==> config.mk <==
export PLATFORM = sky130hd
export DESIGN_NAME = imw_detect
export DESIGN_NICKNAME = d
export VERILOG_FILES = /design/src/inc/imw_pkg.sv /design/src/rtl/imw_axis_cmp.sv /design/src/rtl/imw_still_timer.sv /design/src/rtl/imw_detect.sv
export SDC_FILE = /design/constraint.sdc
export NUM_CORES = 1
export LEC_CHECK = 0
export ABC_AREA = 0
export BUFFER_PORTS_ARGS = -buffer_cell sky130_fd_sc_hd__clkbuf_2
export CORE_AREA = 2 2 168 170
export DETAILED_ROUTE_END_ITERATION = 10
export DIE_AREA = 0 0 170 172
export GPL_TIMING_DRIVEN = 0
export PLACE_DENSITY = 0.72
export SYNTH_ARGS = -nofsm -noshare
export SYNTH_HDL_FRONTEND = slang
export SYNTH_HIERARCHICAL = 1
export SYNTH_SLANG_ARGS = --single-unit
==> constraint.sdc <==
create_clock -name i_clk -period 6.15 [get_ports i_clk]
set_input_delay 0.9225 -clock i_clk [delete_from_list [all_inputs] [get_ports i_clk]]
set_output_delay 0.9225 -clock i_clk [all_outputs]
set_load 0.02 [all_outputs]
==> src/inc/imw_pkg.sv <==
// Shared constants and carrier types for the stillness and motion warning block.
// Assumes a 20 MHz system clock and byte-wide register access from the serial front end.
package imw_pkg;

    // ==================================================================
    // Register offsets
    localparam logic [7:0] ADDR_STILL_Z_LOW = 8'h2F;
    localparam logic [7:0] ADDR_STILL_TIMER_HIGH = 8'h30;
    localparam logic [7:0] ADDR_STILL_TIMER_LOW = 8'h31;
    localparam logic [7:0] ADDR_WARN_X_HIGH = 8'h32;
    localparam logic [7:0] ADDR_WARN_X_LOW = 8'h33;
    localparam logic [7:0] ADDR_WARN_Y_HIGH = 8'h34;
    localparam logic [7:0] ADDR_WARN_Y_LOW = 8'h35;

    // ==================================================================
    // Field positions and reset values
    localparam int THR_LSB_POS = 5;
    localparam int AXIS_EN_POS = 0;
    localparam int REF_SEL_POS = 1;
    localparam logic [7:0] REG_RESET = 8'h00;
    localparam logic [7:0] RDATA_UNMAPPED = 8'h00;
    localparam logic [15:0] COUNT_MAX = 16'hFFFF;

    // ==================================================================
    // Time scale of one stillness code
    localparam real CLK_FREQ_KHZ = 20000.0;
    localparam real STILL_CODE_SLOW_MS = 32.5;
    localparam real STILL_CODE_FAST_MS = 16.25;
    localparam int STILL_CODE_SLOW_CYC = int'(STILL_CODE_SLOW_MS * CLK_FREQ_KHZ);
    localparam int STILL_CODE_FAST_CYC = int'(STILL_CODE_FAST_MS * CLK_FREQ_KHZ);

    // ==================================================================
    // Carrier types
    typedef struct packed {
        logic valid;
        logic signed [11:0] x;
        logic signed [11:0] y;
        logic signed [11:0] z;
    } imw_sample_t;

    typedef struct packed {
        logic wr;
        logic rd;
        logic [7:0] addr;
        logic [7:0] wdata;
    } imw_reg_req_t;

    typedef struct packed {
        logic [10:0] x_still_thr;
        logic x_still_en;
        logic [10:0] y_still_thr;
        logic y_still_en;
        logic [7:0] z_still_thr_high;
        logic [10:0] z_warn_thr;
        logic z_warn_en;
    } imw_ext_cfg_t;

endpackage

==> src/rtl/imw_axis_cmp.sv <==
// One axis comparator: magnitude of a sample, absolute or against a reference.
// Assumes a two's complement 12-bit sample and an unsigned 11-bit threshold.
`timescale 1ns/1ps
module imw_axis_cmp (
    input wire logic signed [11:0] i_sample,
    input wire logic signed [11:0] i_ref,
    input wire logic i_use_ref,
    input wire logic [10:0] i_thr,
    output logic o_over,
    output logic o_at_or_over
);
    import imw_pkg::*;

    logic signed [12:0] diff;
    logic [11:0] mag;

    // A 13-bit difference keeps the full span, so the magnitude never wraps.
    always_comb begin
        diff = i_use_ref ? (13'(i_sample) - 13'(i_ref)) : 13'(i_sample);
        mag = diff[12] ? 12'(-diff) : diff[11:0];
        o_over = mag > {1'b0, i_thr};
        o_at_or_over = mag >= {1'b0, i_thr};
    end

endmodule

==> src/rtl/imw_still_timer.sv <==
// Stillness timer: a wall-clock prescaler that ticks once per code and a
// saturating 16-bit code counter.
// Assumes the caller restarts it on every sample that breaks stillness.
`timescale 1ns/1ps
module imw_still_timer #(
    parameter int P_CODE_CYC_SLOW = imw_pkg::STILL_CODE_SLOW_CYC,
    parameter int P_CODE_CYC_FAST = imw_pkg::STILL_CODE_FAST_CYC
) (
    input wire logic i_clk,
    input wire logic i_rst,
    input wire logic i_restart,
    input wire logic i_fast,
    input wire logic [15:0] i_target,
    output logic [15:0] o_count,
    output logic o_done
);
    import imw_pkg::*;

    logic [19:0] pre_ff;
    logic [15:0] count_ff;
    logic [19:0] pre_last;
    logic tick;

    assign pre_last = i_fast ? 20'(P_CODE_CYC_FAST - 1) : 20'(P_CODE_CYC_SLOW - 1);
    assign tick = (pre_ff >= pre_last);

    // ==================================================================
    // Prescaler
    always_ff @(posedge i_clk) begin
        if (i_rst || i_restart || tick) begin
            pre_ff <= '0;
        end else begin
            pre_ff <= pre_ff + 20'h00001;
        end
    end

    // ==================================================================
    // Code counter; saturating so a long quiet spell never wraps to zero.
    always_ff @(posedge i_clk) begin
        if (i_rst || i_restart) begin
            count_ff <= '0;
        end else if (tick && count_ff != COUNT_MAX) begin
            count_ff <= count_ff + 16'h0001;
        end
    end

    assign o_count = count_ff;
    assign o_done = (count_ff >= i_target);

endmodule

==> src/rtl/imw_detect.sv <==
// Stillness detection and second motion detector for the x, y and z axes, with
// their byte-wide configuration registers.
// Assumes samples arrive as a one-cycle valid strobe, register access comes
// from the serial front end as one-cycle strobes, and the x/y stillness and
// z warning settings are supplied by neighbouring register slices.
`timescale 1ns/1ps
module imw_detect #(
    parameter int P_CODE_CYC_SLOW = imw_pkg::STILL_CODE_SLOW_CYC,
    parameter int P_CODE_CYC_FAST = imw_pkg::STILL_CODE_FAST_CYC
) (
    input wire logic i_clk,
    input wire logic i_rst,
    input wire imw_pkg::imw_reg_req_t i_reg,
    output logic [7:0] o_reg_rdata,
    output logic o_reg_rvalid,
    input wire imw_pkg::imw_sample_t i_sample,
    input wire logic i_rate_fast,
    input wire imw_pkg::imw_ext_cfg_t i_ext_cfg,
    output logic o_still_pulse,
    output logic o_still_active,
    output logic [15:0] o_still_duration_count,
    output logic o_warn_pulse,
    output logic [2:0] o_warn_axes
);
    import imw_pkg::*;

    // ==================================================================
    // Stillness state
    typedef enum logic [1:0] {
        ST_WAIT = 2'b00,
        ST_COUNT = 2'b01,
        ST_STILL = 2'b10
    } imw_still_st_t;

    // ==================================================================
    // Register storage; only the defined bits are kept, reserved bits read zero.
    logic [2:0] z_still_thr_low_ff;
    logic z_still_axis_enable_ff;
    logic [7:0] still_value_high_ff;
    logic [7:0] still_value_low_ff;
    logic [10:0] x_warning_threshold_ff;
    logic warning_referenced_select_ff;
    logic x_warning_axis_enable_ff;
    logic [10:0] y_warning_threshold_ff;
    logic y_warning_axis_enable_ff;
    logic [7:0] rdata_ff;
    logic rvalid_ff;
    logic [7:0] nxt_rdata;
    logic timer_write;
    logic ref_write;

    always_comb begin
        timer_write = i_reg.wr &&
            (i_reg.addr == ADDR_STILL_TIMER_HIGH || i_reg.addr == ADDR_STILL_TIMER_LOW);
        ref_write = i_reg.wr && i_reg.addr == ADDR_WARN_X_LOW;
    end

    always_ff @(posedge i_clk) begin
        if (i_rst) begin
            z_still_thr_low_ff <= REG_RESET[7:5];
            z_still_axis_enable_ff <= REG_RESET[0];
        end else if (i_reg.wr && i_reg.addr == ADDR_STILL_Z_LOW) begin
            z_still_thr_low_ff <= i_reg.wdata[THR_LSB_POS +: 3];
            z_still_axis_enable_ff <= i_reg.wdata[AXIS_EN_POS];
        end
    end

    always_ff @(posedge i_clk) begin
        if (i_rst) begin
            still_value_high_ff <= REG_RESET;
            still_value_low_ff <= REG_RESET;
        end else if (i_reg.wr && i_reg.addr == ADDR_STILL_TIMER_HIGH) begin
            still_value_high_ff <= i_reg.wdata;
        end else if (i_reg.wr && i_reg.addr == ADDR_STILL_TIMER_LOW) begin
            still_value_low_ff <= i_reg.wdata;
        end
    end

    always_ff @(posedge i_clk) begin
        if (i_rst) begin
            x_warning_threshold_ff <= {REG_RESET, REG_RESET[2:0]};
            warning_referenced_select_ff <= REG_RESET[1];
            x_warning_axis_enable_ff <= REG_RESET[0];
        end else if (i_reg.wr && i_reg.addr == ADDR_WARN_X_HIGH) begin
            x_warning_threshold_ff[10:3] <= i_reg.wdata;
        end else if (i_reg.wr && i_reg.addr == ADDR_WARN_X_LOW) begin
            x_warning_threshold_ff[2:0] <= i_reg.wdata[THR_LSB_POS +: 3];
            warning_referenced_select_ff <= i_reg.wdata[REF_SEL_POS];
            x_warning_axis_enable_ff <= i_reg.wdata[AXIS_EN_POS];
        end
    end

    always_ff @(posedge i_clk) begin
        if (i_rst) begin
            y_warning_threshold_ff <= {REG_RESET, REG_RESET[2:0]};
            y_warning_axis_enable_ff <= REG_RESET[0];
        end else if (i_reg.wr && i_reg.addr == ADDR_WARN_Y_HIGH) begin
            y_warning_threshold_ff[10:3] <= i_reg.wdata;
        end else if (i_reg.wr && i_reg.addr == ADDR_WARN_Y_LOW) begin
            y_warning_threshold_ff[2:0] <= i_reg.wdata[THR_LSB_POS +: 3];
            y_warning_axis_enable_ff <= i_reg.wdata[AXIS_EN_POS];
        end
    end

    // ==================================================================
    // Read path; an unmapped offset answers zero rather than stalling the front end.
    always_comb begin
        nxt_rdata = RDATA_UNMAPPED;
        if (i_reg.addr == ADDR_STILL_Z_LOW) begin
            nxt_rdata = {z_still_thr_low_ff, 4'h0, z_still_axis_enable_ff};
        end else if (i_reg.addr == ADDR_STILL_TIMER_HIGH) begin
            nxt_rdata = still_value_high_ff;
        end else if (i_reg.addr == ADDR_STILL_TIMER_LOW) begin
            nxt_rdata = still_value_low_ff;
        end else if (i_reg.addr == ADDR_WARN_X_HIGH) begin
            nxt_rdata = x_warning_threshold_ff[10:3];
        end else if (i_reg.addr == ADDR_WARN_X_LOW) begin
            nxt_rdata = {x_warning_threshold_ff[2:0], 3'h0,
                warning_referenced_select_ff, x_warning_axis_enable_ff};
        end else if (i_reg.addr == ADDR_WARN_Y_HIGH) begin
            nxt_rdata = y_warning_threshold_ff[10:3];
        end else if (i_reg.addr == ADDR_WARN_Y_LOW) begin
            nxt_rdata = {y_warning_threshold_ff[2:0], 4'h0, y_warning_axis_enable_ff};
        end
    end

    always_ff @(posedge i_clk) begin
        if (i_rst) begin
            rdata_ff <= REG_RESET;
            rvalid_ff <= 1'b0;
        end else begin
            rvalid_ff <= i_reg.rd;
            if (i_reg.rd) begin
                rdata_ff <= nxt_rdata;
            end
        end
    end

    assign o_reg_rdata = rdata_ff;
    assign o_reg_rvalid = rvalid_ff;

    // ==================================================================
    // Assembled settings per axis, index 0 = x, 1 = y, 2 = z.
    logic [15:0] still_duration_value;
    logic [2:0][10:0] still_thr;
    logic [2:0] still_en;
    logic [2:0][10:0] warn_thr;
    logic [2:0] warn_en;
    logic [2:0][11:0] axis_sample;
    logic [2:0][11:0] axis_ref;
    logic [2:0] still_hit;
    logic [2:0] warn_over;

    always_comb begin
        still_duration_value = {still_value_high_ff, still_value_low_ff};
        still_thr[0] = i_ext_cfg.x_still_thr;
        still_thr[1] = i_ext_cfg.y_still_thr;
        still_thr[2] = {i_ext_cfg.z_still_thr_high, z_still_thr_low_ff};
        still_en = {z_still_axis_enable_ff, i_ext_cfg.y_still_en, i_ext_cfg.x_still_en};
        // Thresholds stay in raw codes; 200 mg per code matches the sample scale.
        warn_thr[0] = x_warning_threshold_ff;
        warn_thr[1] = y_warning_threshold_ff;
        warn_thr[2] = i_ext_cfg.z_warn_thr;
        warn_en = {i_ext_cfg.z_warn_en, y_warning_axis_enable_ff, x_warning_axis_enable_ff};
        axis_sample[0] = i_sample.x;
        axis_sample[1] = i_sample.y;
        axis_sample[2] = i_sample.z;
    end

    // ==================================================================
    // Reference for referenced warning processing. It is re-armed by a write
    // to the select, and after each warning, so the next sample becomes the
    // new baseline. No warning is raised while the baseline is missing.
    logic [2:0][11:0] ref_ff;
    logic ref_armed_ff;
    logic warn_any;

    always_ff @(posedge i_clk) begin
        if (i_rst) begin
            ref_armed_ff <= 1'b1;
        end else if (ref_write || (i_sample.valid && warn_any)) begin
            ref_armed_ff <= 1'b1;
        end else if (i_sample.valid) begin
            ref_armed_ff <= 1'b0;
        end
    end

    always_ff @(posedge i_clk) begin
        if (i_rst) begin
            ref_ff <= '0;
        end else if (i_sample.valid && (ref_armed_ff || warn_any)) begin
            ref_ff <= axis_sample;
        end
    end

    assign axis_ref = ref_ff;

    // ==================================================================
    // Per-axis comparators: one for stillness (absolute), one for warning.
    genvar gi;
    generate
        for (gi = 0; gi < 3; gi++) begin : g_axis
            logic still_ge;
            logic warn_gt;
            imw_axis_cmp u_still_cmp (
                .i_sample(axis_sample[gi]),
                .i_ref(axis_ref[gi]),
                .i_use_ref(1'b0),
                .i_thr(still_thr[gi]),
                .o_over(),
                .o_at_or_over(still_ge)
            );
            imw_axis_cmp u_warn_cmp (
                .i_sample(axis_sample[gi]),
                .i_ref(axis_ref[gi]),
                .i_use_ref(warning_referenced_select_ff),
                .i_thr(warn_thr[gi]),
                .o_over(warn_gt),
                .o_at_or_over()
            );
            assign still_hit[gi] = still_en[gi] && still_ge;
            assign warn_over[gi] = warn_en[gi] && warn_gt;
        end
    endgenerate

    assign warn_any = (|warn_over) && !(warning_referenced_select_ff && ref_armed_ff);

    // ==================================================================
    // Motion warning outputs, registered per sample.
    logic warn_pulse_ff;
    logic [2:0] warn_axes_ff;

    always_ff @(posedge i_clk) begin
        if (i_rst) begin
            warn_pulse_ff <= 1'b0;
            warn_axes_ff <= '0;
        end else begin
            warn_pulse_ff <= i_sample.valid && warn_any;
            if (i_sample.valid) begin
                warn_axes_ff <= warn_any ? warn_over : 3'h0;
            end
        end
    end

    assign o_warn_pulse = warn_pulse_ff;
    assign o_warn_axes = warn_axes_ff;

    // ==================================================================
    // Stillness timer. It runs on wall time between samples, so the
    // duration does not depend on how many samples land in one code.
    logic timer_restart;
    logic timer_done;
    logic [15:0] timer_count;
    logic any_still_hit;

    assign any_still_hit = |still_hit;
    // A new duration value starts a fresh measurement.
    assign timer_restart = (i_sample.valid && any_still_hit) || timer_write;

    imw_still_timer #(
        .P_CODE_CYC_SLOW(P_CODE_CYC_SLOW),
        .P_CODE_CYC_FAST(P_CODE_CYC_FAST)
    ) u_timer (
        .i_clk(i_clk),
        .i_rst(i_rst),
        .i_restart(timer_restart),
        .i_fast(i_rate_fast),
        .i_target(still_duration_value),
        .o_count(timer_count),
        .o_done(timer_done)
    );

    assign o_still_duration_count = timer_count;

    // ==================================================================
    // Stillness state machine. The event is declared on a quiet sample once
    // the full programmed time has passed, never on the timer tick alone.
    imw_still_st_t state_ff;
    imw_still_st_t nxt_state;
    logic still_pulse_ff;

    always_comb begin
        nxt_state = state_ff;
        case (state_ff)
            ST_WAIT: begin
                if (i_sample.valid) begin
                    nxt_state = ST_COUNT;
                end
            end
            ST_COUNT: begin
                if (i_sample.valid && !any_still_hit && timer_done && !timer_write) begin
                    nxt_state = ST_STILL;
                end
            end
            ST_STILL: begin
                if (timer_write || (i_sample.valid && any_still_hit)) begin
                    nxt_state = ST_COUNT;
                end
            end
            default: begin
                nxt_state = ST_WAIT;
            end
        endcase
    end

    always_ff @(posedge i_clk) begin
        if (i_rst) begin
            state_ff <= ST_WAIT;
        end else begin
            state_ff <= nxt_state;
        end
    end

    always_ff @(posedge i_clk) begin
        if (i_rst) begin
            still_pulse_ff <= 1'b0;
        end else begin
            still_pulse_ff <= (state_ff == ST_COUNT) && (nxt_state == ST_STILL);
        end
    end

    assign o_still_pulse = still_pulse_ff;
    assign o_still_active = (state_ff == ST_STILL);

endmodule

==> results.yml <==
status:
  status: "finished, final reports clean"
drt:
  drt_wl_total_um: 40100
  num_vias: 14300
  drt_iter0_drc: 847
  detail_route.drc_violations: 0
  drt-wirelength-per-cell_um: 16.6
  dr.pass1.iters: 5
  via_per_inst: 5.90
  final_antenna_net_count: 0
final_layout:
  postLayoutCellArea_mm2: 0.0166
  drive_gt1_frac: 0.151
  post_layout_nonfiller_instances: 2420
  layout.nets: 2341
  n_antenna_cell: 0
  area_delta_synth_final_pct: 12.0
placement:
  io_buffers: 131
  place.detailed.instances: 2387
  placed_cell_area_mm2: 0.0159
  dp_hpwl_um: 32200
  routabilityCongestion: 0.952
timing:
  timing.final.hold_violations: 0
  final_min_period_over_clock_period: 0.952
  timing.clock.skew_ps: 11.7
  timing.final.max_slew_violations: 0
  final_min_period_ps: 5860
  setup_viol: 0
  timing.hold.ws_ps: 447
  timing_worst_slew_pin_value_ps: 753
  fmax_mhz: 171
  max_slew_margin: 0.494
  fin_tns_setup_ps: 0
grt:
  grt_first_pass_wirelength_um: 64800
  grt_pass1_vias: 13400
  grt_start_max_net_pins: 17
  gr-usage-met2: 0.478
  grt_util_met3: 0.0355
  globalRouteOverflowTotal: 0
  antenna_found_initial: 0
  global_route.usage.met1: 0.345
  grt-busiest-layer: "met2"
  gr-usage-all-layers: 0.271
worst_setup_path:
  worst-r2r-setup-slack_ps: 680
  rr_endpoint: "axis_ref[8]$_SDFFE_PP0P_"
  critical_path_peak_fanout: 10
  worst-setup-path-type: "in2reg"
  worst_ep_required_time_ps: 6430
  crit-reg2reg-launch: "axis_ref[12]$_SDFFE_PP0P_"
  worstPathArrival_ps: 6140
  end_kind: "register"
  kind_of_start_point_of_the_critical_path: "input pin"
  reg2regPathDepth: 24
cts:
  cts-buffers-inserted: 17
  clock_insertion_delay_worst_skew_ps: 430
  cts.reportedPaths.clkPinSlew_ps: 60
  clock_tree.buffer_depth: 2
  clockRootBuffer: "clkbuf_16"
  cts_htree_levels: 4
  tritoncts: "done"
  cts.sinks: 134
worst_hold_path:
  timing.hold.worst_path_depth: 1
  critical_hold_path_startpoint: "u_timer/pre_ff[0]$_SDFF_PP0_"
  timing.hold.worst_endpoint: "u_timer/pre_ff[0]$_SDFF_PP0_"
  min-delay-path-class: "reg2reg"
power_and_ir_drop:
  power.density_cell_area_mw_per_mm2: 184
  peakVddDrop_v: 0.000203
  power.static_leakage_nw: 7.10
  power_frac_seq: 0.298
  p_switching_w: 0.00109
  internal_power_w: 0.00196
  combinational_share_of_power: 0.364
  power.share.switching: 0.357
  p_clk_frac: 0.338
die:
  placeableCoreArea_mm2: 0.0275
  die_width_um: 170
  chipHeight_um: 172
  ports: 133
  die-area_mm2: 0.0292
  num_rows: 61
  initial_utilization: 0.538
synth:
  synthesis.instances: 1903
  netlist_area_mm2: 0.0148
  number_of_synthesis_warnings: 6
  syn-mean-instance-area_um2: 7.77
flow_run:
  cap_viol_max_count: 0
## state kept, by name, summed over array words and instances (netlist names), 8 cells and up
name                    flops
o_reg_rdata                 8
axis_ref                   36
still_value_high_ff         8
u_timer/o_count            16
y_warning_threshold_ff     11
x_warning_threshold_ff     11
u_timer/pre_ff             20
still_value_low_ff          8
## area by class of cell
class                      count  area (um^2)
multi-input combinational   1513        11000
fill                        2506        10900
sequential                   134         2680
inverter                     198          743
timing repair buffer         133          671
buffer                        65          435
tap                          346          433
clock buffer                  17          425
clock inverter                14          150
## stage by stage
stage,power [W],util,setup slack (ps)
after floorplan,0.00174,-,694
after global placement,0.00197,0.579,-424
after detailed placement,0.00201,0.579,-544
after CTS,0.00303,0.600,70.6
after global routing,0.00323,0.603,-0.250
final,0.00305,0.603,293
## how the worst max path moves through the flow
stage,from,to,slack (ps),cells after the start
floorplan,i_sample[12],axis_ref[1]$_SDFFE_PP0P_,690,25
global placement,i_sample[0],axis_ref[0]$_SDFFE_PP0P_,-420,26
detailed placement,i_sample[0],axis_ref[0]$_SDFFE_PP0P_,-540,26
CTS,i_sample[0],axis_ref[0]$_SDFFE_PP0P_,70,27
global route,i_sample[12],axis_ref[12]$_SDFFE_PP0P_,-0.3,27
finish,i_sample[12],axis_ref[8]$_SDFFE_PP0P_,290,26
## critical path, stage by stage
cell and delay (ps):
buf_2 210, inv_1 70, ha_1 210, fa_1 440
nor2b_4 170, o31ai_1 100, a21oi_2 210, a221oi_2 80
o211ai_1 330, a31oi_4 190, and2_2 220, xnor2_1 120
ha_1 300, a21o_1 160, a21o_1 180, a21oi_1 130
o21ai_0 100, a221oi_1 300, nor2_1 100, or3b_1 420
a222oi_1 340, buf_4 180, a21oi_2 130, clkbuf_1 300
nand2_1 150, a21oi_1 60
## what timing repair did
action / in CTS / in global routing
pin swaps: 1 / 4
hold buffers: 0 / 0
gates resized for setup: 1 / 20
buffers inserted: 1 / 1
endpoints found under the setup margin: 14 / 36
## cells in the final DEF, fill, tap and decap left out, types with 15 or more instances in the layout
cell type and n:
inv_1 197, dfxtp_1 134, or3_1 18, nand2b_1 45
nand2_1 165, buf_2 15, o21ai_0 60, ha_1 171
clkbuf_2 135, nor2b_1 31, mux2i_1 67, and3_1 29
clkbuf_1 18, a31oi_1 30, nand3b_1 19, o21a_1 24
xor2_1 34, a211oi_1 26, a21o_1 31, a21oi_1 128
nand4_1 30, clkbuf_16 17, nor2_1 181, xnor2_1 68
nor3_1 34, nand3_1 45
## layer usage
| metal | vias up | wire length (um) |
|---|---|---|
| met5 | - | 0 |
| met4 | 0 | 968 |
| met3 | 72 | 2080 |
| met2 | 368 | 18800 |
| met1 | 6721 | 18200 |
| li1 | 7123 | - |
## power groups by stage
stage               clock [W]  sequential, W  combinational, W
floorplan                   0       0.000926          0.000816
detailed placement          0       0.000927           0.00108
global placement            0       0.000927           0.00105
CTS                   0.00104       0.000908           0.00109
finish                0.00103       0.000908           0.00111
global route          0.00107       0.000911           0.00124
Power figures use the tool's default switching activity.
